**src/vcb_consts.vh**
```
// Constants shared by the receive-chain configuration register bank.
`ifndef VCB_CONSTS_VH
`define VCB_CONSTS_VH

// ****************************************************************
// Register indices and byte addresses (byte address = 4 x index)
// ****************************************************************
`define VCB_IDX_TERM 8'h34
`define VCB_IDX_POWER 8'h35
`define VCB_IDX_TBUF 8'h36
`define VCB_IDX_CHGAIN 8'h39
`define VCB_IDX_ATTEN 8'h3b
`define VCB_ADDR_TERM 12'h0d0
`define VCB_ADDR_POWER 12'h0d4
`define VCB_ADDR_TBUF 12'h0d8
`define VCB_ADDR_CHGAIN 12'h0e4
`define VCB_ADDR_ATTEN 12'h0ec

// ****************************************************************
// Reset values
// ****************************************************************
`define VCB_RST_REG 16'h0000

// ****************************************************************
// Field positions: input termination register
// ****************************************************************
`define VCB_TERM_RES_LSB 0
`define VCB_TERM_RES_MSB 4
`define VCB_TERM_INDIV_EN 5
`define VCB_TERM_PRESET_LSB 6
`define VCB_TERM_PRESET_MSB 7
`define VCB_TERM_ACT_EN 8
`define VCB_GLOBAL_GAIN_LSB 13
`define VCB_GLOBAL_GAIN_MSB 14
`define VCB_PERCH_EN 15

// ****************************************************************
// Field positions: power mode register
// ****************************************************************
`define VCB_PWR_LOW 10
`define VCB_PWR_MED 11
`define VCB_PWR_PDN_ATTGS 12
`define VCB_PWR_PDN_PRE 13
`define VCB_PWR_PARTIAL 14
`define VCB_PWR_FULL 15

// ****************************************************************
// Field positions: test buffer and attenuator registers
// ****************************************************************
`define VCB_TBUF_FB_LSB 0
`define VCB_TBUF_FB_MSB 4
`define VCB_ATT_CORNER_LSB 2
`define VCB_ATT_CORNER_MSB 3
`define VCB_ATT_STEPS_LSB 4
`define VCB_ATT_STEPS_MSB 6
`define VCB_ATT_DIG_EN 7
`define VCB_ATT_TBUF_PWR 8
`define VCB_ATT_TEST_ROUTE 9

// ****************************************************************
// Gain codes and preset termination resistor maps
// ****************************************************************
`define VCB_GAIN_18DB 2'h0
`define VCB_GAIN_24DB 2'h1
`define VCB_GAIN_12DB 2'h2
`define VCB_MAP24_50 5'h01
`define VCB_MAP24_100 5'h02
`define VCB_MAP24_200 5'h04
`define VCB_MAP24_400 5'h08
`define VCB_MAP18_50 5'h07
`define VCB_MAP18_100 5'h0e
`define VCB_MAP18_200 5'h1c
`define VCB_MAP18_400 5'h18
`define VCB_MAP12_50 5'h00
`define VCB_MAP12_100 5'h03
`define VCB_MAP12_200 5'h06
`define VCB_MAP12_400 5'h0c

`endif

```
**src/vcb_power_decode.v**
```verilog
// Power mode resolution for the receive chain.
`default_nettype none

module vcb_power_decode (
    // Power mode register contents
    input wire [15:0] powerReg,
    // Resolved power controls
    output wire mediumPowerMode,
    output wire lowPowerMode,
    output wire lowNoiseMode,
    output wire preampOff,
    output wire attenGainstageOff,
    output wire partialSleep,
    output wire fullSleep
);
`include "vcb_consts.vh"

    // Each power mode needs the other select clear; both set falls back to low noise.
    assign mediumPowerMode = powerReg[`VCB_PWR_MED] & ~powerReg[`VCB_PWR_LOW];
    assign lowPowerMode = powerReg[`VCB_PWR_LOW] & ~powerReg[`VCB_PWR_MED];
    assign lowNoiseMode = ~(mediumPowerMode | lowPowerMode);

    // Full sleep overrides partial sleep.
    assign fullSleep = powerReg[`VCB_PWR_FULL];
    assign partialSleep = powerReg[`VCB_PWR_PARTIAL] & ~powerReg[`VCB_PWR_FULL];

    // Individual stage power-downs, also forced by either sleep state.
    assign preampOff = powerReg[`VCB_PWR_PDN_PRE] | fullSleep | partialSleep;
    assign attenGainstageOff = powerReg[`VCB_PWR_PDN_ATTGS] | fullSleep | partialSleep;

endmodule // vcb_power_decode
`default_nettype wire

```
**src/vcb_term_decode.v**
```verilog
// Preamp gain selection and input termination resistor decoding.
`default_nettype none

module vcb_term_decode #(
    parameter CHANNELS = 8
) (
    // Register contents
    input wire [15:0] termReg,
    input wire [15:0] chanGainReg,
    // Decoded controls
    output wire [2*CHANNELS-1:0] chanPreampGain,
    output wire [4:0] terminationFeedback
);
`include "vcb_consts.vh"

    // Picks the resistor map for a preset impedance at a given preamp gain.
    function [4:0] presetMap;
        input [1:0] gain;
        input [1:0] preset;
        begin
            case (gain)
                `VCB_GAIN_24DB: begin
                    case (preset)
                        2'h0: presetMap = `VCB_MAP24_50;
                        2'h1: presetMap = `VCB_MAP24_100;
                        2'h2: presetMap = `VCB_MAP24_200;
                        default: presetMap = `VCB_MAP24_400;
                    endcase
                end
                `VCB_GAIN_12DB: begin
                    case (preset)
                        2'h0: presetMap = `VCB_MAP12_50;
                        2'h1: presetMap = `VCB_MAP12_100;
                        2'h2: presetMap = `VCB_MAP12_200;
                        default: presetMap = `VCB_MAP12_400;
                    endcase
                end
                default: begin
                    case (preset)
                        2'h0: presetMap = `VCB_MAP18_50;
                        2'h1: presetMap = `VCB_MAP18_100;
                        2'h2: presetMap = `VCB_MAP18_200;
                        default: presetMap = `VCB_MAP18_400;
                    endcase
                end
            endcase
        end
    endfunction

    wire [1:0] globalGain;
    wire perChanEn;
    wire [4:0] presetRes;

    assign globalGain = termReg[`VCB_GLOBAL_GAIN_MSB:`VCB_GLOBAL_GAIN_LSB];
    assign perChanEn = termReg[`VCB_PERCH_EN];

    // Each channel takes its own field when per-channel control is on, else the global one.
    genvar ch;
    generate
        for (ch = 0; ch < CHANNELS; ch = ch + 1) begin : gChan
            assign chanPreampGain[2*ch+1:2*ch] = perChanEn ?
                chanGainReg[2*ch+1:2*ch] : globalGain;
        end
    endgenerate

    // Preset decoding follows the global gain; 50 ohm at 12 dB is high impedance.
    assign presetRes = presetMap(globalGain,
        termReg[`VCB_TERM_PRESET_MSB:`VCB_TERM_PRESET_LSB]);

    // Individual resistor bits win when enabled; termination off selects none.
    assign terminationFeedback = ~termReg[`VCB_TERM_ACT_EN] ? 5'h00 :
        termReg[`VCB_TERM_INDIV_EN] ?
        termReg[`VCB_TERM_RES_MSB:`VCB_TERM_RES_LSB] : presetRes;

endmodule // vcb_term_decode
`default_nettype wire

```
**src/vcb_config_bank.v**
```verilog
// Configuration register bank of the eight-channel receive chain, APB slave.
//
// Function
// - Medium-power select sets medium-power mode when reduced-current select is clear.
// - Attenuator/gain-stage power-down bit powers down attenuator and gain stage.
// - Preamp power-down bit powers down only the preamplifier.
// - Partial sleep partially powers down preamp, attenuator and gain stage.
// - Full sleep powers all three down completely and overrides partial sleep.
// - Test-buffer feedback field enables parallel resistors, one per bit.
// - Test-buffer feedback applies only in gain-stage test mode.
// - Per-channel gain register holds eight two-bit preamp gain fields.
// - Two-bit offset-loop corner field selects the high-pass corner.
// - Digital attenuation N turns on N shunt switches, only when enabled.
// - Digital attenuator enable moves control from analog voltage to steps.
// - Test-buffer power bit: zero powers down, one is normal.
// - Test-route bit routes gain stage outputs to the test outputs.
// - Termination field enables one feedback resistor per bit; zero is high-Z.
// - Preset termination is decoded against the global preamp gain field, also when per-channel gain is on.
// - Reduced-current select sets low-power mode when medium-power is clear.
// - Per-channel enable takes each channel gain from its own field.
// - Global preamp gain applies to all channels when per-channel is off.
//
// Chosen here: the APB slave port.
`default_nettype none

module vcb_config_bank #(
    parameter CHANNELS = 8
) (
    // Clock and reset
    input wire ref_clk,
    input wire rstn,
    // APB slave
    input wire psel,
    input wire penable,
    input wire pwrite,
    input wire [11:0] paddr,
    input wire [31:0] pwdata,
    output reg [31:0] prdata,
    output reg pready,
    output reg pslverr,
    // Power mode controls
    output reg mediumPowerMode,
    output reg lowPowerMode,
    output reg lowNoiseMode,
    output reg preampPowerdown,
    output reg attenGainstagePowerdown,
    output reg chainPartialSleep,
    output reg chainFullSleep,
    // Gain and termination controls
    output reg [2*CHANNELS-1:0] chanPreampGain,
    output reg [4:0] terminationFeedbackSelect,
    // Offset loop and attenuator controls
    output reg [1:0] preampOffsetLoopCorner,
    output reg [6:0] digitalAttenSwitches,
    output reg analogAttenControl,
    // Test buffer controls
    output reg testBufferPowered,
    output reg gainstageTestRoute,
    output reg [4:0] testBufferFeedbackSelect
);
`include "vcb_consts.vh"

    // ****************************************************************
    // Reset synchroniser
    // ****************************************************************
    reg rstnMeta_q;
    reg rstnSync_q;

    // Assert asynchronously, release after two clean edges.
    always @(posedge ref_clk or negedge rstn) begin
        if (!rstn) begin
            rstnMeta_q <= 1'b0;
            rstnSync_q <= 1'b0;
        end else begin
            rstnMeta_q <= 1'b1;
            rstnSync_q <= rstnMeta_q;
        end
    end

    // ****************************************************************
    // Address decoding
    // ****************************************************************
    reg [15:0] termReg_q;
    reg [15:0] powerReg_q;
    reg [15:0] tbufReg_q;
    reg [15:0] chanGainReg_q;
    reg [15:0] attenReg_q;

    // Returns a one-hot select for the five registers, zero when unmapped.
    function [4:0] regSelect;
        input [11:0] addr;
        begin
            case (addr)
                `VCB_ADDR_TERM: regSelect = 5'h01;
                `VCB_ADDR_POWER: regSelect = 5'h02;
                `VCB_ADDR_TBUF: regSelect = 5'h04;
                `VCB_ADDR_CHGAIN: regSelect = 5'h08;
                `VCB_ADDR_ATTEN: regSelect = 5'h10;
                default: regSelect = 5'h00;
            endcase
        end
    endfunction

    wire [4:0] sel;
    wire setupPhase;
    wire doWrite;
    reg [15:0] readMux;

    assign sel = regSelect(paddr);
    assign setupPhase = psel & ~penable;
    // A write lands only at the edge that completes the access phase.
    assign doWrite = psel & penable & pready & pwrite & (sel != 5'h00);

    // Read data selection; unmapped reads return zero.
    always @* begin
        case (sel)
            5'h01: readMux = termReg_q;
            5'h02: readMux = powerReg_q;
            5'h04: readMux = tbufReg_q;
            5'h08: readMux = chanGainReg_q;
            5'h10: readMux = attenReg_q;
            default: readMux = 16'h0000;
        endcase
    end

    // ****************************************************************
    // APB response: one wait-free access phase after every setup
    // ****************************************************************
    always @(posedge ref_clk or negedge rstnSync_q) begin
        if (!rstnSync_q) begin
            pready <= 1'b0;
            pslverr <= 1'b0;
            prdata <= 32'h0000_0000;
        end else begin
            pready <= setupPhase;
            pslverr <= setupPhase & (sel == 5'h00);
            if (setupPhase && !pwrite) begin
                prdata <= {16'h0000, readMux};
            end else begin
                prdata <= 32'h0000_0000;
            end
        end
    end

    // ****************************************************************
    // Register storage
    // ****************************************************************
    // All fields reset to zero; every bit is stored as written.
    always @(posedge ref_clk or negedge rstnSync_q) begin
        if (!rstnSync_q) begin
            termReg_q <= `VCB_RST_REG;
            powerReg_q <= `VCB_RST_REG;
            tbufReg_q <= `VCB_RST_REG;
            chanGainReg_q <= `VCB_RST_REG;
            attenReg_q <= `VCB_RST_REG;
        end else if (doWrite) begin
            if (sel[0]) begin
                termReg_q <= pwdata[15:0];
            end
            if (sel[1]) begin
                powerReg_q <= pwdata[15:0];
            end
            if (sel[2]) begin
                tbufReg_q <= pwdata[15:0];
            end
            if (sel[3]) begin
                chanGainReg_q <= pwdata[15:0];
            end
            if (sel[4]) begin
                attenReg_q <= pwdata[15:0];
            end
        end
    end

    // ****************************************************************
    // Decoders
    // ****************************************************************
    wire medMode;
    wire lowMode;
    wire noiseMode;
    wire preOff;
    wire attOff;
    wire partSleep;
    wire fullSleep;
    wire [2*CHANNELS-1:0] gainDec;
    wire [4:0] termDec;

    vcb_power_decode uPower (
        .powerReg(powerReg_q),
        .mediumPowerMode(medMode),
        .lowPowerMode(lowMode),
        .lowNoiseMode(noiseMode),
        .preampOff(preOff),
        .attenGainstageOff(attOff),
        .partialSleep(partSleep),
        .fullSleep(fullSleep)
    );

    vcb_term_decode #(
        .CHANNELS(CHANNELS)
    ) uTerm (
        .termReg(termReg_q),
        .chanGainReg(chanGainReg_q),
        .chanPreampGain(gainDec),
        .terminationFeedback(termDec)
    );

    // Turns a step count into that many shunt switches, lowest first.
    function [6:0] thermometer;
        input [2:0] n;
        integer i;
        begin
            thermometer = 7'h00;
            for (i = 0; i < 7; i = i + 1) begin
                if (i < n) begin
                    thermometer[i] = 1'b1;
                end
            end
        end
    endfunction

    wire digAttEn;
    wire testRoute;

    assign digAttEn = attenReg_q[`VCB_ATT_DIG_EN];
    assign testRoute = attenReg_q[`VCB_ATT_TEST_ROUTE];

    // ****************************************************************
    // Registered control outputs
    // ****************************************************************
    always @(posedge ref_clk or negedge rstnSync_q) begin
        if (!rstnSync_q) begin
            mediumPowerMode <= 1'b0;
            lowPowerMode <= 1'b0;
            lowNoiseMode <= 1'b1;
            preampPowerdown <= 1'b0;
            attenGainstagePowerdown <= 1'b0;
            chainPartialSleep <= 1'b0;
            chainFullSleep <= 1'b0;
            chanPreampGain <= {(2*CHANNELS){1'b0}};
            terminationFeedbackSelect <= 5'h00;
            preampOffsetLoopCorner <= 2'h0;
            digitalAttenSwitches <= 7'h00;
            analogAttenControl <= 1'b1;
            testBufferPowered <= 1'b0;
            gainstageTestRoute <= 1'b0;
            testBufferFeedbackSelect <= 5'h00;
        end else begin
            mediumPowerMode <= medMode;
            lowPowerMode <= lowMode;
            lowNoiseMode <= noiseMode;
            preampPowerdown <= preOff;
            attenGainstagePowerdown <= attOff;
            chainPartialSleep <= partSleep;
            chainFullSleep <= fullSleep;
            chanPreampGain <= gainDec;
            terminationFeedbackSelect <= termDec;
            // Corner code passes straight to the offset loop.
            preampOffsetLoopCorner <=
                attenReg_q[`VCB_ATT_CORNER_MSB:`VCB_ATT_CORNER_LSB];
            // Shunt switches follow the step field only in digital mode.
            digitalAttenSwitches <= digAttEn ?
                thermometer(attenReg_q[`VCB_ATT_STEPS_MSB:`VCB_ATT_STEPS_LSB]) :
                7'h00;
            analogAttenControl <= ~digAttEn;
            testBufferPowered <= attenReg_q[`VCB_ATT_TBUF_PWR];
            gainstageTestRoute <= testRoute;
            // Feedback resistors only act while the gain stage is on the test outputs.
            testBufferFeedbackSelect <= testRoute ?
                tbufReg_q[`VCB_TBUF_FB_MSB:`VCB_TBUF_FB_LSB] : 5'h00;
        end
    end

endmodule // vcb_config_bank
`default_nettype wire

```
**config.mk**
```make
export PLATFORM = sky130hd
export DESIGN_NAME = vcb_config_bank
export DESIGN_NICKNAME = d
export VERILOG_FILES = /design/src/vcb_power_decode.v /design/src/vcb_term_decode.v /design/src/vcb_config_bank.v
export VERILOG_INCLUDE_DIRS = /design/src
export SDC_FILE = /design/constraint.sdc
export NUM_CORES = 1
export LEC_CHECK = 0
export ABC_AREA = 1
export ABC_CLOCK_PERIOD_IN_PS = 5300
export BUFFER_PORTS_ARGS = -buffer_cell sky130_fd_sc_hd__clkbuf_2
export CORE_MARGIN = 8
export CORE_UTILIZATION = 35
export DETAILED_ROUTE_END_ITERATION = 10
export SKIP_CTS_REPAIR_TIMING = 1
export SLEW_MARGIN = 0
export SYNTH_ARGS = -nofsm -noshare
export SYNTH_HDL_FRONTEND = slang
export SYNTH_SLANG_ARGS = --single-unit
```
**constraint.sdc**
```tcl
create_clock -name ref_clk -period 5.3 [get_ports ref_clk]
set_input_delay 1.59 -clock ref_clk [delete_from_list [all_inputs] [get_ports ref_clk]]
set_output_delay 1.59 -clock ref_clk [all_outputs]
set_load 0.05 [all_outputs]
```
; Word level (Yosys, flattened, before mapping)
; Cells that the tools add are included.
[classes]
n_lt_le_gt_ge = 7
reduce_logical = 10
n_eq_ne = 14
n_bitwise = 20
n_mux = 26
[op_table]
columns = cell, n
row1 = 16-bit one-hot mux with 5 select lines, 1
row2 = 12-bit by 8-bit == test with 1-bit output (second input constant), 5
row3 = 5-bit one-hot mux with 5 select lines, 1
row4 = 4-bit one-hot mux with 3 select lines, 2
row5 = 16-bit 2-to-1 mux, 1
row6 = 2-bit 2-to-1 mux, 8
row7 = 5-bit 2-to-1 mux, 3
row8 = 5-bit one-hot mux with 3 select lines, 1
row9 = 5-bit one-hot mux with 2 select lines, 1
row10 = 2-bit AND reduction, 5
row11 = 1-bit bitwise AND, 9
row12 = 3-bit less-than comparator (first input constant), 3
row13 = 1-bit 2-to-1 mux, 7
row14 = 7-bit 2-to-1 mux, 1
row15 = 1-bit by 3-bit less-than comparator with 1-bit output (first input constant), 2
row16 = 2-bit by 3-bit less-than comparator with 1-bit output (first input constant), 2
row17 = 1-bit inverter, 6
row18 = 5-bit by 1-bit == test with 1-bit output (second input constant), 1
row19 = 5-bit by 2-bit == test with 1-bit output (second input constant), 1
row20 = 5-bit by 3-bit == test with 1-bit output (second input constant), 1
row21 = 5-bit by 4-bit == test with 1-bit output (second input constant), 1
row22 = 5-bit == test (second input constant), 1
row23 = 5-bit zero test, 1
row24 = 1-bit OR, 5
row25 = 6 further kinds, 8
[totals]
reg_bits = 161
elab_cells = 102

; Longest topological paths before layout
[depth]
depth_word = 5
ltp_mapped = 11
ltp_nobuf = 11

; By module
; Synthesis repeated with hierarchy kept, for this count alone.
[hier_totals]
hier_cells = 760
area_unflattened_um2 = 6492.5
[modules_own_cells]
columns = mod, n_inst, cells_per_inst, seq_area_each_um2, area_per_inst_um2
row1 = vcb_config_bank, 1, 657, 3631.0, 5987.0
row2 = vcb_term_decode, 1, 91, 0.0, 436.7
row3 = vcb_power_decode, 1, 12, 0.0, 68.8

; Worst setup path after synthesis
; Ideal clock, no wire load.
[synth_path]
path_kind = input port to flip-flop
start = in paddr[0]
end = reg powerReg_q[10]
cell_stages = 11
setup_time_ns = 0.117
arrival_time_ns = 2.747
required_time_ns = 5.183
slack_ns = 2.436
n_path_buf = 1
path_cell_list = inv_1 > nand2_1 > nor2_1 > nand3_2 > nand2_1 > inv_2 > nand2_2 > nand3_1 > buf_2 > nand2_1 > nand2_1
[synth_between]
elab_chain_cells = 5
[synth_lines]
columns = item, line
row1 = start: declaration, vcb_config_bank.v:36  ; input wire [11:0] paddr,
row2 = 12-bit by 8-bit == test with 1-bit output, vcb_config_bank.v:93  ; case (addr)
row3 = 5-bit one-hot mux with 5 select lines *, vcb_config_bank.v:93
row4 = 5-bit nonzero test, vcb_config_bank.v:112  ; assign doWrite = psel & penable & pready & pwrite & (sel != 5'h00);
row5 = 1-bit bitwise AND, vcb_config_bank.v:112
row6 = 2-bit AND reduction (no line) *, n/a
row7 = end signal: assignment, vcb_config_bank.v:152  ; powerReg_q <= `VCB_RST_REG;
row8 = end signal: assignment, vcb_config_bank.v:161  ; powerReg_q <= pwdata[15:0];
row9 = end: declaration, vcb_config_bank.v:84  ; reg [15:0] powerReg_q;
; Every way passes the cells marked *; elsewhere a longest branch is shown, timed or not.
; A chain may end at the register's enable or synchronous reset.

; Worst setup path in the final report
[layout_path]
start = in paddr[3]
end = reg attenReg_q[12]
[layout_between]
elab_chain_cells = 5
[layout_lines]
columns = item, line
row1 = 12-bit by 8-bit == test with 1-bit output, vcb_config_bank.v:93
row2 = 5-bit one-hot mux with 5 select lines *, vcb_config_bank.v:93
row3 = 5-bit nonzero test, vcb_config_bank.v:112
row4 = 1-bit bitwise AND, vcb_config_bank.v:112
row5 = 2-bit AND reduction (no line) *, n/a
row6 = end signal: assignment, vcb_config_bank.v:155  ; attenReg_q <= `VCB_RST_REG;
row7 = end signal: assignment, vcb_config_bank.v:170  ; attenReg_q <= pwdata[15:0];
row8 = end: declaration, vcb_config_bank.v:87  ; reg [15:0] attenReg_q;
; Marks and branches as above.

==> results.py <==
metrics = {
    "cts": {
        "htreeDepth": 4,
        "worst_skew_pair.late_latency_ns": 0.43,
        "cts_made_buffers": 17,
        "cts_tree": "done",
        "cts_root_buf": "clkbuf_16",
        "ctsLongestPathBuffers": 2,
        "clock-sinks": 145,
        "clkTransAtPathRegs_ns": 0.06,
    },
    "setup_path": {
        "crit_path_max_fanout": 33,
        "cp.required_ns": 5.61,
        "worstSetupStartpoint": "paddr[3]",
        "crit_arrival_ns": 4.08,
        "endpoint_kind": "register",
        "rr_startpoint": "pready",
        "crit_path_start_kind": "primary input",
        "reg2reg_depth": 6,
        "worstSetupPathType": "primary input to register",
    },
    "min_path": {
        "min_path_type": "register to register",
        "hold_start": "rstnMeta_q",
        "hold_path_depth": 0,
    },
    "floorplan": {
        "core_region_area_um2": 18000,
        "initial_core_util_pct": 35.8,
        "die_w_um": 152,
        "die_area_um2": 23000,
        "num_io_pins": 128,
        "dieHeight_um": 152,
        "num_rows": 49,
    },
    "sta": {
        "tightest_slew_ns": 0.760,
        "setup_viol": 0,
        "timing.fmax_ghz": 0.265,
        "setup_tns_ns": 0,
        "rsz0062_at_grt": "no",
        "fin_ws_ns": 1.53,
        "min_period_ns": 3.77,
        "slew-limit-headroom_pct": 49.2,
        "clock_skew_ns": 0.0108,
        "timing.final.crit_share_pct": 71.2,
        "finalHoldViolCount": 0,
        "drv_slew": 0,
    },
    "routing": {
        "drt-total-wl_um": 18200,
        "first_pass_iters": 5,
        "via_count": 5340,
        "drt-vias-per-instance": 5.00,
        "drc": 0,
        "ant_nets": 0,
        "drtIter0Drc": 426,
        "wire_per_inst_um": 17.0,
    },
    "final_layout": {
        "drive_gt1_share_pct": 18.6,
        "fillers": 1801,
        "finalNonFillerCells": 1067,
        "antenna_cells": 0,
        "final_common_cell": "nand2_1",
        "syn_to_final_growth_pct": 19.4,
        "most-common-layout-cells": "nand2_1 (246), dfrtp_1 (142), clkbuf_2 (95)",
        "final_area_um2": 7670,
        "nets": 884,
    },
    "outcome": {
        "outcome": "finished, final reports clean",
    },
    "grt": {
        "overflow": 0,
        "track_usage_pct": 16.4,
        "grt_pass1_wl_um": 28600,
        "grt_max_degree": 55,
        "antenna_found_initial": 0,
        "grt_pass1_vias": 5234,
    },
    "placement": {
        "dp_hpwl_um": 12500,
        "port_buffers": 95,
        "placed_cell_area_um2": 7070,
        "post-place-ws_ns": 1.10,
        "place.gp.congestion": 0.788,
        "dp_cells": 1035,
    },
    "synth": {
        "avgSynthCellArea_um2": 8.72,
        "synth_cells": 737,
        "synthTopCellsByArea": "dfrtp_1 (56%), nand2_1 (14%), nand4_1 (7.8%)",
        "synth-seq-area-share_pct": 56.5,
        "ys_warn_count": 0,
        "ys_types": 33,
        "synthArstFlopShare_pct": 100,
        "synth_flop_cell": "dfrtp_1",
        "syn_area_um2": 6430,
        "synth_top_area_share_pct": 55.7,
        "ys_ff_latch": 145,
        "synth_edf_count": 0,
        "yosysTopAreaCell": "dfrtp_1",
    },
    "run": {
        "maxCapViolCount": 0,
    },
    "pwr": {
        "ir_drop_v": 0.000238,
        "p_leak_nw": 4.16,
        "power.density_cell_area_nw_per_um2": 316,
    },
}
==> registers in the layout, summed over array words and instances, names as in the netlist, 2 cells and up <==
name	count
digitalAttenSwitches	7
preampOffsetLoopCorner	2
attenReg_q	16
powerReg_q	16
tbufReg_q	16
prdata	16
termReg_q	16
testBufferFeedbackSelect	5
chanPreampGain	16
chanGainReg_q	16
terminationFeedbackSelect	5
==> report_power, final <==
| part | internal [mW] | switching (mW) |
|---|---|---|
| logic | 0.0135 | 0.0685 |
| clock network | 0.752 | 0.477 |
| registers | 1.11 | 0.00832 |
| total | 1.87 | 0.554 |
==> path summary, 6_finish.rpt <==
kind                                 endpoint  slack, ns
hold / removal                     rstnSync_q       0.35
setup / recovery               attenReg_q[12]       1.53
setup reg to reg                tbufReg_q[10]       3.11
max in group asynchronous           prdata[0]       3.84
min in group asynchronous  chanPreampGain[13]       0.39
hold reg to reg                    rstnSync_q       0.35
==> cell usage after synthesis, types with 3 or more instances <==
| cell type | instances |
|---|---|
| nand3_1 | 52 |
| buf_4 | 16 |
| nand2_1 | 246 |
| buf_2 | 22 |
| nor3_1 | 4 |
| o21ai_0 | 22 |
| nand4_1 | 80 |
| inv_1 | 48 |
| ha_1 | 10 |
| nor2_1 | 44 |
| a21oi_1 | 6 |
| clkbuf_1 | 16 |
| nand3_2 | 3 |
| dfrtp_1 | 143 |
==> stage by stage <==
step	utilization [%]	hold WS, ns	total power [mW]
after CTS	42.7	0.355	2.46
after floorplan	-	0.331	1.19
after detailed placement	39.4	0.341	1.22
final	42.7	0.353	2.43
after global routing	42.7	0.375	2.52
after global placement	39.4	0.335	1.22
==> routing by layer <==
layer	wire length (µm)	vias to the layer above	GRT usage (%)	part of all wire, %
met1	7800	2574	21.2	43
met4	272	0	5.88	1.5
met2	8700	180	26.2	48
met3	1380	21	4.28	7.6
met5	0	-	0	0
li1	-	2565	-	-
==> kinds of logic (layout without fill, tap and decap cells) <==
kind of cell	count (synthesis)	after routing	synth area share, %
adders and majority gates	10	10	1.95
other	2	17	0.117
DFF	145	145	56.5
buffers and inverters	108	194	7.79
and+or+nand+nor	436	436	30.5
AOI/OAI and AO/OA	36	36	3.13
==> layout make-up <==
| cell class | instances | area (µm²) | share of cell area (%) |
|---|---|---|---|
| multi-input cells | 499 | 2360 | 30.8 |
| repair buffers | 111 | 596 | 7.76 |
| well taps | 229 | 287 | 3.73 |
| clock inverters | 13 | 160 | 2.09 |
| flip-flops and latches | 145 | 3630 | 47.4 |
| clock buffers | 19 | 443 | 5.77 |
| inverters | 51 | 191 | 2.50 |
==> worst max-delay path, cell delays in order <==
cell	delay, ns
clkbuf_2	0.10
inv_1	0.10
nand2_1	0.06
nor2_1	0.17
nand3_2	0.26
nand2_1	0.15
inv_2	0.04
nand2_2	0.55
nand3_1	0.75
nand2_1	0.21
nand2_1	0.08
Note: power is estimated with default switching activity, not from simulation.
